File: src/shared/lfs_pkg.sv
// holds the register map, command codes, field layouts and timing counts
// of the led fault status and lock flag block; assumes a 32-bit ahb-lite bus
package lfs_pkg;

  // ---------------------------------------------------------------------
  // register byte offsets
  // ---------------------------------------------------------------------
  localparam logic [7:0] LFS_OFS_CMD = 8'h00; // command word, write only
  localparam logic [7:0] LFS_OFS_STAT1 = 8'h04; // fault and reset flags
  localparam logic [7:0] LFS_OFS_STAT2 = 8'h08; // five lock flags
  localparam logic [7:0] LFS_OFS_CTRL = 8'h0c; // control words 1 and 2
  localparam logic [7:0] LFS_OFS_DATA0 = 8'h10; // first protected data word
  localparam int LFS_DATA_WORDS = 12; // protected data words
  localparam logic [7:0] LFS_OFS_DATA_END = 8'h3c; // last protected word

  // ---------------------------------------------------------------------
  // protected data word indices
  // ---------------------------------------------------------------------
  localparam logic [3:0] LFS_IDX_CUR_LAST = 4'h2; // 0..2 current levels
  localparam logic [3:0] LFS_IDX_MASK_LAST = 4'h5; // 3..5 masks, voltage sel
  localparam logic [3:0] LFS_IDX_PCFG_LAST = 4'h8; // 6..8 pwm configuration
  localparam logic [3:0] LFS_IDX_DUTY_LAST = 4'hb; // 9..11 pwm duty values
  localparam logic [3:0] LFS_IDX_VSEL = 4'h5; // short detect voltage sel
  localparam logic [3:0] LFS_IDX_CHSEL_HI = 4'h7; // channel select outputs 9..12
  localparam logic [3:0] LFS_IDX_FRAME = 4'h8; // step count and frame freq

  // ---------------------------------------------------------------------
  // field masks of the protected words
  // ---------------------------------------------------------------------
  localparam logic [31:0] LFS_MSK_FULL = 32'hffffffff; // 4 x 8-bit current
  localparam logic [31:0] LFS_MSK_PAIR12 = 32'h0fff0fff; // two 12-bit masks
  localparam logic [31:0] LFS_MSK_VSEL = 32'h00ffffff; // 12 x 2-bit voltage
  localparam logic [31:0] LFS_MSK_CHSEL_LO = 32'h00ffffff; // 8 x 3-bit select
  localparam logic [31:0] LFS_MSK_CHSEL_HI = 32'h00000fff; // 4 x 3-bit select
  localparam logic [31:0] LFS_MSK_FRAME = 32'h0000003f; // step[1:0] freq[5:2]
  localparam logic [31:0] LFS_MSK_DUTY = 32'h03ff03ff; // two 10-bit duties
  localparam logic [31:0] LFS_MSK_CTRL = 32'h00003fff; // control bits 13:0

  // ---------------------------------------------------------------------
  // command codes, written to the low byte of the command word
  // ---------------------------------------------------------------------
  localparam logic [7:0] LFS_CMD_CLR_STATUS = 8'h01;
  localparam logic [7:0] LFS_CMD_CHECK_CLK = 8'h02;
  localparam logic [7:0] LFS_CMD_CLR_CLK = 8'h03;
  localparam logic [7:0] LFS_CMD_CLR_RESET = 8'h04;
  localparam logic [7:0] LFS_CMD_SW_RESET = 8'h05;
  localparam logic [7:0] LFS_CMD_LOCK_BASE = 8'h10; // +0 current .. +4 control
  localparam logic [7:0] LFS_CMD_UNLOCK_BASE = 8'h20; // same order as lock

  // ---------------------------------------------------------------------
  // reset values and timing
  // ---------------------------------------------------------------------
  localparam logic [31:0] LFS_RST_WORD = 32'h00000000;
  localparam int LFS_CLK_PERIOD_NS = 20; // 50 mhz system clock
  localparam int LFS_CLK_ABSENT_NS = 1000; // no edge for this long = absent
  localparam int LFS_CLK_ABSENT_CYC =
    (LFS_CLK_ABSENT_NS + LFS_CLK_PERIOD_NS - 1) / LFS_CLK_PERIOD_NS;

  // ---------------------------------------------------------------------
  // carriers
  // ---------------------------------------------------------------------
  typedef struct packed {
    logic resetOccurred; // bit 3
    logic clockAbsence; // bit 2
    logic supplyFault; // bit 1
    logic adjShort; // bit 0
  } lfs_status1_s;

  typedef struct packed {
    logic ctrl; // bit 4
    logic duty; // bit 3
    logic pwmCfg; // bit 2
    logic mask; // bit 1
    logic current; // bit 0
  } lfs_lock_s;

  typedef struct packed {
    logic [5:0] spare; // bits 13:8, kept for control word 2
    logic adjacentFaultReportMask; // bit 7
    logic resistorFaultReportMask; // bit 6
    logic faultPinConfig; // bit 5
    logic slewRateSel; // bit 4
    logic externalClockFreqSel; // bit 3
    logic clockSourceSelect; // bit 2
    logic thermalShutdownDisable; // bit 1
    logic controlWord1BitA; // bit 0
  } lfs_ctrl_s;

endpackage

File: src/logic/lfs_word_mem.sv
// small word memory for the protected control data
// assumes one write and one read port on the same clock, registered read
`timescale 1ns/1ps
module lfs_word_mem #(
  parameter int WIDTH = 32,
  parameter int DEPTH = 12,
  parameter int AW = 4
) (
  // clock and reset
  input wire logic clk,
  input wire logic arst_n,
  // write port
  input wire logic we,
  input wire logic [AW-1:0] waddr,
  input wire logic [WIDTH-1:0] wdata,
  // read port
  input wire logic [AW-1:0] raddr,
  output logic [WIDTH-1:0] rdata
);

  logic [WIDTH-1:0] mem [DEPTH]; // storage words

  // ---------------------------------------------------------------------
  // storage, cleared by reset so every setting has a known value
  // ---------------------------------------------------------------------
  always_ff @(posedge clk or negedge arst_n) begin
    if (!arst_n) begin
      for (int i = 0; i < DEPTH; i++) begin
        mem[i] <= '0;
      end
    end else if (we) begin
      mem[waddr] <= wdata;
    end
  end

  // ---------------------------------------------------------------------
  // registered read; a write to the same word forwards its new value
  // ---------------------------------------------------------------------
  always_ff @(posedge clk or negedge arst_n) begin
    if (!arst_n) begin
      rdata <= '0;
    end else if (we && (waddr == raddr)) begin
      rdata <= wdata;
    end else begin
      rdata <= mem[raddr];
    end
  end

endmodule // lfs_word_mem

File: src/logic/lfs_status_lock.sv
// fault status flags, clock monitor and write lock flags of a 12-output
// led driver, reached over an ahb-lite slave port
// assumes a single-master ahb-lite bus on clk; fault and clock pins are
// asynchronous and are synchronised here
//
// Overview of operation
// - adjacent short on any output sets sticky flag
// - power-on sets fault flags; clear command zeroes
// - abnormal supply monitor sets sticky supply flag
// - status word one returns four fault flags
// - source select picks oscillator or external clock
// - check command starts monitor; flag tracks absence
// - clear command zeroes clock flag; power-on sets
// - any system reset sets reset-occurred flag
// - only clear-reset command zeroes reset flag
// - current lock blocks 12 current level writes
// - mask lock blocks masks and voltage settings
// - pwm config lock blocks select, steps, frequency
// - duty lock blocks six pwm duty values
// - control lock blocks control words 1, 2
// - status word two returns five lock flags
// - every system reset clears all lock flags
// - over 150c without disable forces outputs off
//
// Added by the designer: the address map and register access over AHB-Lite.
`timescale 1ns/1ps
module lfs_status_lock #(
  parameter int OUTPUTS = 12,
  parameter int ABSENT_CYC = lfs_pkg::LFS_CLK_ABSENT_CYC
) (
  // clock and reset
  input wire logic clk,
  input wire logic arst_n,
  // ahb-lite slave
  input wire logic hsel,
  input wire logic [31:0] haddr,
  input wire logic [1:0] htrans,
  input wire logic hwrite,
  input wire logic [2:0] hsize,
  input wire logic [31:0] hwdata,
  input wire logic hready,
  output logic hreadyout,
  output logic hresp,
  output logic [31:0] hrdata,
  // fault and reset sources, asynchronous
  input wire logic [OUTPUTS-1:0] adjShortDetect,
  input wire logic supplyAbnormal,
  input wire logic over150cFlag,
  input wire logic voltageDetectReset,
  // clocks under watch, asynchronous
  input wire logic internalOscClk,
  input wire logic externalClk,
  // state toward the output stage
  output logic ledOutputsOff,
  output lfs_pkg::lfs_status1_s status1,
  output lfs_pkg::lfs_lock_s lockFlags,
  output lfs_pkg::lfs_ctrl_s ctrlWord
);
  import lfs_pkg::*;

  localparam int NSYNC = OUTPUTS + 5; // pins that pass the synchroniser
  localparam int CW = $clog2(ABSENT_CYC + 1); // absence counter width
  localparam logic [CW-1:0] ABSENT_MAX = CW'(ABSENT_CYC);

  // ---------------------------------------------------------------------
  // helper functions
  // ---------------------------------------------------------------------
  // field mask of a protected word, so reserved bits always read zero
  function automatic logic [31:0] fieldMask(input logic [3:0] idx);
    logic [31:0] m;
    m = LFS_MSK_FULL;
    if (idx <= LFS_IDX_CUR_LAST) begin
      m = LFS_MSK_FULL;
    end else if (idx == LFS_IDX_VSEL) begin
      m = LFS_MSK_VSEL;
    end else if (idx <= LFS_IDX_MASK_LAST) begin
      m = LFS_MSK_PAIR12;
    end else if (idx == LFS_IDX_FRAME) begin
      m = LFS_MSK_FRAME;
    end else if (idx == LFS_IDX_CHSEL_HI) begin
      m = LFS_MSK_CHSEL_HI;
    end else if (idx <= LFS_IDX_PCFG_LAST) begin
      m = LFS_MSK_CHSEL_LO;
    end else begin
      m = LFS_MSK_DUTY;
    end
    return m;
  endfunction

  // true when the word's lock group is locked
  function automatic logic wordLocked(input logic [3:0] idx, input lfs_lock_s lk);
    logic r;
    r = 1'b0;
    if (idx <= LFS_IDX_CUR_LAST) begin
      r = lk.current;
    end else if (idx <= LFS_IDX_MASK_LAST) begin
      r = lk.mask;
    end else if (idx <= LFS_IDX_PCFG_LAST) begin
      r = lk.pwmCfg;
    end else begin
      r = lk.duty;
    end
    return r;
  endfunction

  // word index of a byte address inside the protected range
  function automatic logic [3:0] wordIndex(input logic [7:0] ofs);
    logic [7:0] d;
    d = ofs - LFS_OFS_DATA0;
    return d[5:2];
  endfunction

  // ---------------------------------------------------------------------
  // pin synchroniser, two flip-flops per pin
  // ---------------------------------------------------------------------
  logic [NSYNC-1:0] syncMeta; // first stage, read only by syncStable
  logic [NSYNC-1:0] syncStable; // second stage, the only one logic reads
  wire [NSYNC-1:0] pinsRaw = {externalClk, internalOscClk, voltageDetectReset,
                              over150cFlag, supplyAbnormal, adjShortDetect};

  always_ff @(posedge clk or negedge arst_n) begin
    if (!arst_n) begin
      syncMeta <= '0;
      syncStable <= '0;
    end else begin
      syncMeta <= pinsRaw;
      syncStable <= syncMeta;
    end
  end

  wire [OUTPUTS-1:0] adjSync = syncStable[OUTPUTS-1:0];
  wire supplySync = syncStable[OUTPUTS];
  wire hotSync = syncStable[OUTPUTS+1];
  wire vdetSync = syncStable[OUTPUTS+2];
  wire oscSync = syncStable[OUTPUTS+3];
  wire extSync = syncStable[OUTPUTS+4];

  // ---------------------------------------------------------------------
  // ahb-lite address phase capture
  // ---------------------------------------------------------------------
  logic dpValid; // a transfer is in its data phase
  logic dpWrite; // that transfer is a write
  logic [7:0] dpAddr; // its byte offset
  wire addrTake = hsel && htrans[1] && hready;
  wire [7:0] apAddr = haddr[7:0];
  wire apMapped = (haddr[31:8] == 24'h000000);

  always_ff @(posedge clk or negedge arst_n) begin
    if (!arst_n) begin
      dpValid <= 1'b0;
      dpWrite <= 1'b0;
      dpAddr <= 8'h00;
    end else if (hready) begin
      dpValid <= addrTake && apMapped;
      dpWrite <= hwrite;
      dpAddr <= apAddr;
    end
  end

  // no wait states, every answer is okay
  assign hreadyout = 1'b1;
  assign hresp = 1'b0;

  // ---------------------------------------------------------------------
  // data phase decode
  // ---------------------------------------------------------------------
  wire dpWr = dpValid && dpWrite;
  wire dpDataSel = (dpAddr >= LFS_OFS_DATA0) && (dpAddr <= LFS_OFS_DATA_END);
  wire cmdStrobe = dpWr && (dpAddr == LFS_OFS_CMD);
  wire ctrlStrobe = dpWr && (dpAddr == LFS_OFS_CTRL);
  wire [7:0] cmdCode = hwdata[7:0];
  wire [3:0] dpIdx = wordIndex(dpAddr);

  // individual command pulses, one cycle each
  wire cmdClrStatus = cmdStrobe && (cmdCode == LFS_CMD_CLR_STATUS);
  wire cmdCheckClk = cmdStrobe && (cmdCode == LFS_CMD_CHECK_CLK);
  wire cmdClrClk = cmdStrobe && (cmdCode == LFS_CMD_CLR_CLK);
  wire cmdClrReset = cmdStrobe && (cmdCode == LFS_CMD_CLR_RESET);
  wire cmdSwReset = cmdStrobe && (cmdCode == LFS_CMD_SW_RESET);
  wire [4:0] cmdLock;
  wire [4:0] cmdUnlock;

  genvar g;
  generate
    for (g = 0; g < 5; g++) begin : gCmdLock
      assign cmdLock[g] = cmdStrobe && (cmdCode == LFS_CMD_LOCK_BASE + 8'(g));
      assign cmdUnlock[g] = cmdStrobe && (cmdCode == LFS_CMD_UNLOCK_BASE + 8'(g));
    end
  endgenerate

  // ---------------------------------------------------------------------
  // reset sources of the system
  // ---------------------------------------------------------------------
  logic hotPrev; // thermal shutdown level one cycle ago
  wire hotActive = hotSync && !ctrlWord.thermalShutdownDisable;
  wire hotRise = hotActive && !hotPrev;
  // voltage detect holds the block in power-on state while high
  wire powerOn = vdetSync;
  // software reset and thermal shutdown act for one cycle
  wire sysReset = powerOn || cmdSwReset || hotRise;

  always_ff @(posedge clk or negedge arst_n) begin
    if (!arst_n) begin
      hotPrev <= 1'b0;
      ledOutputsOff <= 1'b0;
    end else begin
      hotPrev <= hotActive;
      ledOutputsOff <= hotActive;
    end
  end

  // ---------------------------------------------------------------------
  // sticky fault flags
  // ---------------------------------------------------------------------
  // a fault present in the clear cycle wins, so no event is lost
  wire next_adjShort = powerOn ? 1'b1 :
                       (|adjSync) ? 1'b1 :
                       cmdClrStatus ? 1'b0 : status1.adjShort;
  wire next_supplyFault = powerOn ? 1'b1 :
                          supplySync ? 1'b1 :
                          cmdClrStatus ? 1'b0 : status1.supplyFault;
  // reset flag ignores the status clear; only the clear-reset command zeroes it
  wire next_resetOccurred = sysReset ? 1'b1 :
                            cmdClrReset ? 1'b0 : status1.resetOccurred;

  // ---------------------------------------------------------------------
  // clock monitor
  // ---------------------------------------------------------------------
  logic selPrev; // selected clock one cycle ago
  logic checkOn; // monitoring armed by the check command
  logic [CW-1:0] absentCnt; // cycles since the last rising edge
  // source select steers which clock is watched
  wire selClk = ctrlWord.clockSourceSelect ? extSync : oscSync;
  wire selEdge = selClk && !selPrev;
  wire clockMissing = (absentCnt == ABSENT_MAX);

  // counter saturates; a source switch may fake one edge, harmless
  always_ff @(posedge clk or negedge arst_n) begin
    if (!arst_n) begin
      selPrev <= 1'b0;
      absentCnt <= '0;
    end else begin
      selPrev <= selClk;
      if (selEdge || cmdCheckClk) begin
        absentCnt <= '0;
      end else if (!clockMissing) begin
        absentCnt <= absentCnt + CW'(1);
      end
    end
  end

  // arming follows the command; clear or power-on disarms
  always_ff @(posedge clk or negedge arst_n) begin
    if (!arst_n) begin
      checkOn <= 1'b0;
    end else if (powerOn || cmdClrClk) begin
      checkOn <= 1'b0;
    end else if (cmdCheckClk) begin
      checkOn <= 1'b1;
    end
  end

  wire next_clockAbsence = powerOn ? 1'b1 :
                           cmdClrClk ? 1'b0 :
                           checkOn ? clockMissing :
                           status1.clockAbsence;

  // ---------------------------------------------------------------------
  // status register one
  // ---------------------------------------------------------------------
  // pin reset comes up with every flag raised
  always_ff @(posedge clk or negedge arst_n) begin
    if (!arst_n) begin
      status1 <= 4'hf;
    end else begin
      status1 <= {next_resetOccurred, next_clockAbsence,
                  next_supplyFault, next_adjShort};
    end
  end

  // ---------------------------------------------------------------------
  // lock flags
  // ---------------------------------------------------------------------
  lfs_lock_s next_lockFlags; // lock bits after this cycle's commands

  always_comb begin
    next_lockFlags = lockFlags;
    if (sysReset) begin
      next_lockFlags = '0;
    end else begin
      next_lockFlags = (lockFlags | cmdLock) & ~cmdUnlock;
    end
  end

  always_ff @(posedge clk or negedge arst_n) begin
    if (!arst_n) begin
      lockFlags <= '0;
    end else begin
      lockFlags <= next_lockFlags;
    end
  end

  // ---------------------------------------------------------------------
  // control words 1 and 2
  // ---------------------------------------------------------------------
  // lock drops the write but the bus transfer still completes
  wire ctrlWe = ctrlStrobe && !lockFlags.ctrl;

  always_ff @(posedge clk or negedge arst_n) begin
    if (!arst_n) begin
      ctrlWord <= lfs_ctrl_s'(LFS_RST_WORD[13:0]);
    end else if (ctrlWe) begin
      ctrlWord <= lfs_ctrl_s'(hwdata[13:0] & LFS_MSK_CTRL[13:0]);
    end
  end

  // ---------------------------------------------------------------------
  // protected data words
  // ---------------------------------------------------------------------
  wire dataWe = dpWr && dpDataSel && !wordLocked(dpIdx, lockFlags);
  wire [31:0] dataWdata = hwdata & fieldMask(dpIdx);
  wire apDataSel = (apAddr >= LFS_OFS_DATA0) && (apAddr <= LFS_OFS_DATA_END);
  wire [3:0] apIdx = apDataSel ? wordIndex(apAddr) : 4'h0;
  logic [31:0] memRdata; // word read during the address phase

  lfs_word_mem #(
    .WIDTH(32),
    .DEPTH(LFS_DATA_WORDS),
    .AW(4)
  ) u_lfs_word_mem (
    .clk(clk),
    .arst_n(arst_n),
    .we(dataWe),
    .waddr(dpIdx),
    .wdata(dataWdata),
    .raddr(apIdx),
    .rdata(memRdata)
  );

  // ---------------------------------------------------------------------
  // read data path
  // ---------------------------------------------------------------------
  logic [31:0] rdHold; // status or control word caught in address phase
  logic rdFromMem; // data phase reads the memory word
  wire [31:0] apRegData = (apAddr == LFS_OFS_STAT1) ? {28'h0, status1} :
                          (apAddr == LFS_OFS_STAT2) ? {27'h0, lockFlags} :
                          (apAddr == LFS_OFS_CTRL) ? {18'h0, ctrlWord} :
                          32'h00000000;

  // unmapped and write-only offsets read as zero
  always_ff @(posedge clk or negedge arst_n) begin
    if (!arst_n) begin
      rdHold <= 32'h00000000;
      rdFromMem <= 1'b0;
    end else if (addrTake) begin
      rdHold <= apMapped ? apRegData : 32'h00000000;
      rdFromMem <= apMapped && apDataSel;
    end
  end

  assign hrdata = rdFromMem ? memRdata : rdHold;

endmodule // lfs_status_lock

File: config.mk
export PLATFORM = sky130hd
export DESIGN_NAME = lfs_status_lock
export DESIGN_NICKNAME = d
export VERILOG_FILES = /design/src/shared/lfs_pkg.sv /design/src/logic/lfs_word_mem.sv /design/src/logic/lfs_status_lock.sv
export SDC_FILE = /design/constraint.sdc
export NUM_CORES = 1
export LEC_CHECK = 0
export BUFFER_PORTS_ARGS = -buffer_cell sky130_fd_sc_hd__clkbuf_2
export CORE_MARGIN = 4
export CORE_UTILIZATION = 55
export CTS_CLUSTER_SIZE = 24
export DETAILED_ROUTE_END_ITERATION = 8
export GPL_TIMING_DRIVEN = 0
export PLACE_DENSITY = 0.76
export SLEW_MARGIN = 40
export SYNTH_ARGS = -nofsm -noshare
export SYNTH_HDL_FRONTEND = slang
export SYNTH_HIERARCHICAL = 1
export SYNTH_SLANG_ARGS = --single-unit
File: constraint.sdc
create_clock -name clk -period 3.1 [get_ports clk]
set_input_delay 0.31 -clock clk [delete_from_list [all_inputs] [get_ports clk]]
set_output_delay 0.31 -clock clk [all_outputs]
set_load 0.02 [all_outputs]
After elaboration in Yosys (flattened, before gate mapping)
Cells that the tools add are included.
{ "classes": {"n_addsub": 3, "eq_ne": 25, "n_mux": 38, "reduce_logical": 49, "n_lt_le_gt_ge": 10, "bitwise_logic": 6} }
{ "ops": {"columns": ["operator", "n"], "rows": [
  ["bitwise mux 384 bit", 1],
  ["2-to-1 mux 32 bit", 6],
  ["binary-select mux 32 bit (select 4 bit)", 1],
  ["demux 32 bit (select 4 bit)", 1],
  ["2-to-1 mux 26 bit", 3],
  ["2-to-1 mux 14 bit", 4],
  ["2-to-1 mux 28 bit", 2],
  ["== test 8 x 5 -> 1 bit, second input constant", 5],
  ["== test 8 x 6 -> 1 bit, second input constant", 5],
  ["bitwise AND 32 bit", 1],
  ["logical AND 1 bit", 32],
  ["== test 8 x 3 -> 1 bit, second input constant", 3],
  ["== test 8 x 4 -> 1 bit, second input constant", 3],
  ["zero test 24 bit", 1],
  ["== test 8 x 2 -> 1 bit, second input constant", 2],
  [">= comparator 8 x 5 -> 1 bit, second input constant", 2],
  ["<= comparator 8 x 6 -> 1 bit, second input constant", 2],
  ["2-to-1 mux 1 bit", 16],
  ["2-to-1 mux 6 bit", 2],
  ["OR reduction 12 bit", 1],
  ["subtractor 6 x 5 -> 6 bit, second input constant", 2],
  [">= comparator 5 bit, second input constant", 2],
  ["NOT 4 -> 5 bit", 2],
  ["nonzero test 3 bit", 3],
  ["other kinds (20)", 29]
]} }
{ "totals": {"wordCells": 173, "regBits": 525, "out_inout_bits": 58, "input_bits": 91} }

Longest topological paths before layout
{ "depth": {"depth_word": 10, "depth_mapped": 13} }

Hierarchy
The synthesis kept the hierarchy.
{ "modules_own_cells": {"columns": ["module", "n_inst", "seq_area_each_um2", "area_per_inst_um2", "cells_per_inst"], "rows": [
  ["lfs_word_mem", 1, 10410.0, 18849.3, 1239],
  ["lfs_status_lock", 1, 2282.2, 4405.5, 390]
]} }

Worst setup path after synthesis
OpenSTA, ideal clock, no wires.
{ "synth_timing": {"path_kind": "flip-flop to flip-flop", "start": "register dpAddr[4]", "end": "register u_lfs_word_mem/mem[257] (netlist bit)", "setup_ps": 125, "period_less_slack_ps": 3312, "t_arrival_ps": 3187, "path_slack_ps": -212, "n_path_buf": 3, "path_stages_with_launch": 13, "required_ps": 2975, "cell_sequence": "dfrtp_1 -> inv_1 -> ha_1 -> and3b_1 -> a22o_1 -> buf_2 -> a221oi_2 -> o31a_1 -> nor3b_2 -> and3_1 -> buf_4 -> buf_6 -> mux2_2"} }
{ "synth_rtl": {"columns": ["element", "line_no", "text"], "rows": [
  ["start, declared", "lfs_status_lock.sv:143", "logic [7:0] dpAddr;"],
  ["start signal, assigned", "lfs_status_lock.sv:156", "dpAddr <= apAddr;"],
  ["subtractor 6 x 5 -> 6 bit (*)", "lfs_status_lock.sv:109", "d = ofs - LFS_OFS_DATA0;"],
  ["via dpIdx[2]", "lfs_status_lock.sv:172", "wire [3:0] dpIdx = wordIndex(dpAddr);"],
  ["<= comparator 4 bit", "lfs_status_lock.sv:98", "end else if (idx <= LFS_IDX_PCFG_LAST) begin"],
  ["2-to-1 mux 1 bit", "lfs_status_lock.sv:98", null],
  ["2-to-1 mux 1 bit", "lfs_status_lock.sv:96", "end else if (idx <= LFS_IDX_MASK_LAST) begin"],
  ["2-to-1 mux 1 bit (*)", "lfs_status_lock.sv:94", "if (idx <= LFS_IDX_CUR_LAST) begin"],
  ["zero test 1 bit (*)", "lfs_status_lock.sv:320", "wire dataWe = dpWr && dpDataSel && !wordLocked(dpIdx, lockFlags);"],
  ["logical AND 1 bit (*)", "lfs_status_lock.sv:320", null],
  ["via dataWe", "lfs_status_lock.sv:320", null],
  ["end signal, assigned by index", "lfs_word_mem.sv:32", "mem[waddr] <= wdata;"],
  ["end, declared", "lfs_word_mem.sv:21", "logic [WIDTH-1:0] mem [DEPTH];"]
]} }
The timed path passes the listed nets; every way through them passes the cells marked *.
A chain may end at the register's enable or synchronous reset.

Final worst setup path
{ "layout_timing": {"start": "register dpAddr[5]", "end": "register u_lfs_word_mem/mem[290] (netlist bit)"} }
{ "layout_rtl": {"columns": ["element", "line_no"], "rows": [
  ["subtractor 6 x 5 -> 6 bit", "lfs_status_lock.sv:109"],
  ["<= comparator 4 bit", "lfs_status_lock.sv:98"],
  ["2-to-1 mux 1 bit", "lfs_status_lock.sv:98"],
  ["2-to-1 mux 1 bit", "lfs_status_lock.sv:96"],
  ["2-to-1 mux 1 bit", "lfs_status_lock.sv:94"],
  ["zero test 1 bit", "lfs_status_lock.sv:320"],
  ["logical AND 1 bit (*)", "lfs_status_lock.sv:320"],
  ["via dataWe", "lfs_status_lock.sv:320"]
]} }
Marked as above.

==> flow_summary_export.csv <==
group,metric,value,unit
status,outcome,"finished, violations left",
status,violations,"setup timing",
routing,wl_per_cell,24.8,um
timing,worst_slew_pin_slew,857,ps
logic_synthesis,yosysWarningCount,6,
clock_tree,clk_pin_slew_worst_paths,60,ps
timing,fmax,316,MHz
place,globalplace.congestion,0.897,
logic_synthesis,syn_avg_cell_area,14.3,um^2
logic_synthesis,yosys_register_bits,507,
timing,relSlewSlack,0.429,
clock_tree,cts_buffer_depth,3,
layout,syn_to_final_growth,18.7,%
timing,finalClockSkew,12.2,ps
logic_synthesis,synthCells,1629,
floorplanning,num_rows,75,
setup_path,worstPathRequired,3580,ps
floorplanning,die_area,45600,um^2
logic_synthesis,synth_top_area_frac,0.541,
floorplanning,core,41900,um^2
logic_synthesis,synth_edf_count,0,
setup_path,cp-start-kind,"flop",
setup_path,worstPathMaxFanout,6,
routing,viasPerCell,6.09,
timing,setup_viol,63,
routing,drt-pass1-iter-count,7,
global_routing,grt_pass1_wl,90.7,mm
worst_hold_path,hold_path.class,"input pin to flop",
logic_synthesis,synthFlopType,"dfrtp_1",
setup_path,critPathCaptureType,"flop",
layout,drive_gt1_frac,0.449,
floorplanning,die_h,214,um
place,portBuffers,141,
timing,rsz0062_at_grt,"yes",
clock_tree,clk_latency,600,ps
timing,slew_violations,0,
clock_tree,cts_tree,"built",
global_routing,grt_overflow_total,0,
global_routing,antenna_found_initial,2,
place,place_area,24900,um^2
logic_synthesis,syn_nets,1731,
setup_path,arrival,3640,ps
logic_synthesis,synthTopCellsByArea,"dfrtp_1, mux2_2, mux4_2",
logic_synthesis,synth-seq-area-share,0.546,
place,dp_hpwl,41.7,mm
job,cap_violations,0,
routing,post-route-drc-count,0,
pwr,leakage,13.0,nW
routing,antenna_left,0,
global_routing,grt_pass1_vias,15500,
floorplanning,start_util,0.556,
logic_synthesis,synth_area,23300,um^2
global_routing,track_usage,0.260,
pwr,power_density,525,nW/um^2
timing,fin_crit,3160,ps
floorplanning,die_w,214,um
timing,finalWorstSetupSlack,-62.6,ps
setup_path,critPathKind,"flop to flop",
floorplanning,io_pins,149,
clock_tree,clock-root-buffer,"clkbuf_16",
timing,fin_crit_sh,1.02,
routing,drt-total-wl,61.0,mm
clock_tree,numCtsBuffers,51,
global_routing,grt_max_degree,74,
clock_tree,clock_sinks,507,
layout,fin_util,0.659,
layout,finalInstanceArea,27600,um^2
logic_synthesis,synth_cell_types,65,
routing,drtIter0Drc,1521,
clock_tree,cts.htree.levels,2,
layout,fin_nets,1989,
logic_synthesis,synthArstFlopShare,1.00,
logic_synthesis,synth_top_cell_by_area,"dfrtp_1",
routing,via_count,15000,
pwr,vdd_drop_max,0.378,mV
timing,hold_violations,0,
worst paths after layout:
kind / from / cells after the start / endpoint / slack [ps]
worst max-delay path: dpAddr[5] / 13 / u_lfs_word_mem/mem[290] / -60
worst min-delay path: hwdata[8] / 2 / ctrlWord[8] / 10
worst max register to register: dpAddr[5] / 13 / u_lfs_word_mem/mem[290] / -60
worst min register to register: syncMeta[14] / 0 / syncStable[14] / 350
max in group asynchronous: arst_n / 5 / u_lfs_word_mem/mem[155] / 1570
min in group asynchronous: arst_n / 2 / syncMeta[4] / 200
cell usage in the layout (no fill, tap or decap), types with 8 or more instances in the layout:
master / Yosys / layout
mux4_2: 65 / 65
nor2_1: 29 / 23
dlygate4sd3_1: 0 / 29
mux2_2: 350 / 321
o21ai_0: 42 / 29
nor4_1: 8 / 8
nand2_1: 66 / 65
buf_6: 22 / 18
a21oi_1: 12 / 12
buf_2: 42 / 25
buf_12: 0 / 11
nor2b_1: 16 / 16
clkbuf_16: 0 / 58
buf_4: 10 / 30
and2_1: 35 / 35
clkbuf_4: 0 / 11
inv_1: 14 / 12
o21ai_2: 10 / 10
a31oi_1: 32 / 32
dfrtp_1: 503 / 502
clkbuf_1: 65 / 69
ha_1: 11 / 10
o21ai_1: 3 / 16
clkinv_2: 0 / 10
mux2_1: 11 / 9
a221oi_1: 31 / 29
mux2_4: 60 / 91
mux2i_1: 68 / 68
buf_16: 0 / 8
clkbuf_2: 0 / 144
nor3_1: 38 / 38
clkbuf_8: 0 / 10
worst max-delay path, cell delays in order, from the launching register on:
cell,delay (ps)
dfrtp_1,390
inv_2,90
ha_4,210
and3b_2,210
a22o_4,270
a221oi_2,290
o31a_1,190
buf_6,130
nor3b_4,290
buf_6,170
buf_6,100
nand3b_4,180
buf_12,210
mux2_4,290
cells by family (layout without fill, tap and decap cells):
group,after synthesis,after routing,share of synthesized area
xor+xnor,9,9,0.00339
buf+inv,153,448,0.0357
compound gates,153,153,0.0448
other cells,2,4,0.000323
flops,507,507,0.546
simple gates,240,240,0.0584
mux,554,554,0.306
fa+ha+maj,11,11,0.00592
sequential cells by signal, indices dropped and copies added (netlist names):
| name | cells |
|---|---|
| ctrlWord | 14 |
| rdHold | 14 |
| syncMeta | 17 |
| hotPrev | 1 |
| absentCnt | 6 |
| u_lfs_word_mem/rdata | 32 |
| selPrev | 1 |
| syncStable | 17 |
| dpWrite | 1 |
| dpAddr | 8 |
| dpValid | 1 |
| lockFlags | 5 |
| rdFromMem | 1 |
| u_lfs_word_mem/mem | 384 |
| checkOn | 1 |
| status1 | 4 |
repair_timing:
action	CTS	global route
cloned	1	7
setup endpoints to repair	415	379
gates resized for setup	29	88
pin swaps	3	5
hold buffers	29	0
setup buffers	10	10
endpoints found under the hold margin	101	0
through the flow:
stage	instances	setup WS [ps]	TNS (ps)	hold slack (ps)	total power (W)
6_report	2465	-62.6	-2160	14.9	0.0145
5_1_grt	2463	-146	-10840	21.4	0.0150
4_1_cts	2447	7.32	0	2.02	0.0145
3_5_place_dp	2317	-643	-172290	251	0.00816
3_3_place_gp	2309	-9320	-4825940	334	0.00809
2_1_floorplan	1629	6.74	0	14.4	0.00761
synthesized netlist by cell type, types with 8 or more instances:
library cell	number
and2_1	35
a21oi_1	12
a221oi_1	31
mux2_4	60
nand2_1	66
nor4_1	8
buf_6	22
a31oi_1	32
mux2_1	11
mux2i_1	68
mux2_2	350
o21ai_2	10
inv_1	14
nor2b_1	16
nor2_1	29
buf_4	10
dfrtp_1	503
o21ai_0	42
mux4_2	65
nor3_1	38
ha_1	11
buf_2	42
clkbuf_1	65
metal layers:
layer,GRT usage,up-vias,part of all wire
li1,-,6470,-
met1,0.359,7800,0.42
met2,0.412,602,0.47
met3,0.0484,148,0.069
met4,0.105,2,0.037
met5,0,-,0.00021
area by class of cell:
class / count / area, um^2
antenna: 2 / 5.00
buffer: 138 / 916
clock buffer: 69 / 1430
clock inverter: 21 / 272
fill: 2824 / 14300
inverter: 14 / 57.6
multi-input combinational: 969 / 9960
sequential: 507 / 12700
tap: 539 / 674
timing repair buffer: 206 / 1590
power by group:
group / total [W] / internal, W / switching [W]
Combinational: 0.00124 / 0.000471 / 0.000769
Sequential: 0.00691 / 0.00680 / 0.000114
Clock: 0.00635 / 0.00373 / 0.00262
Total: 0.0145 / 0.0110 / 0.00350
(Power assumes the default switching activity.)
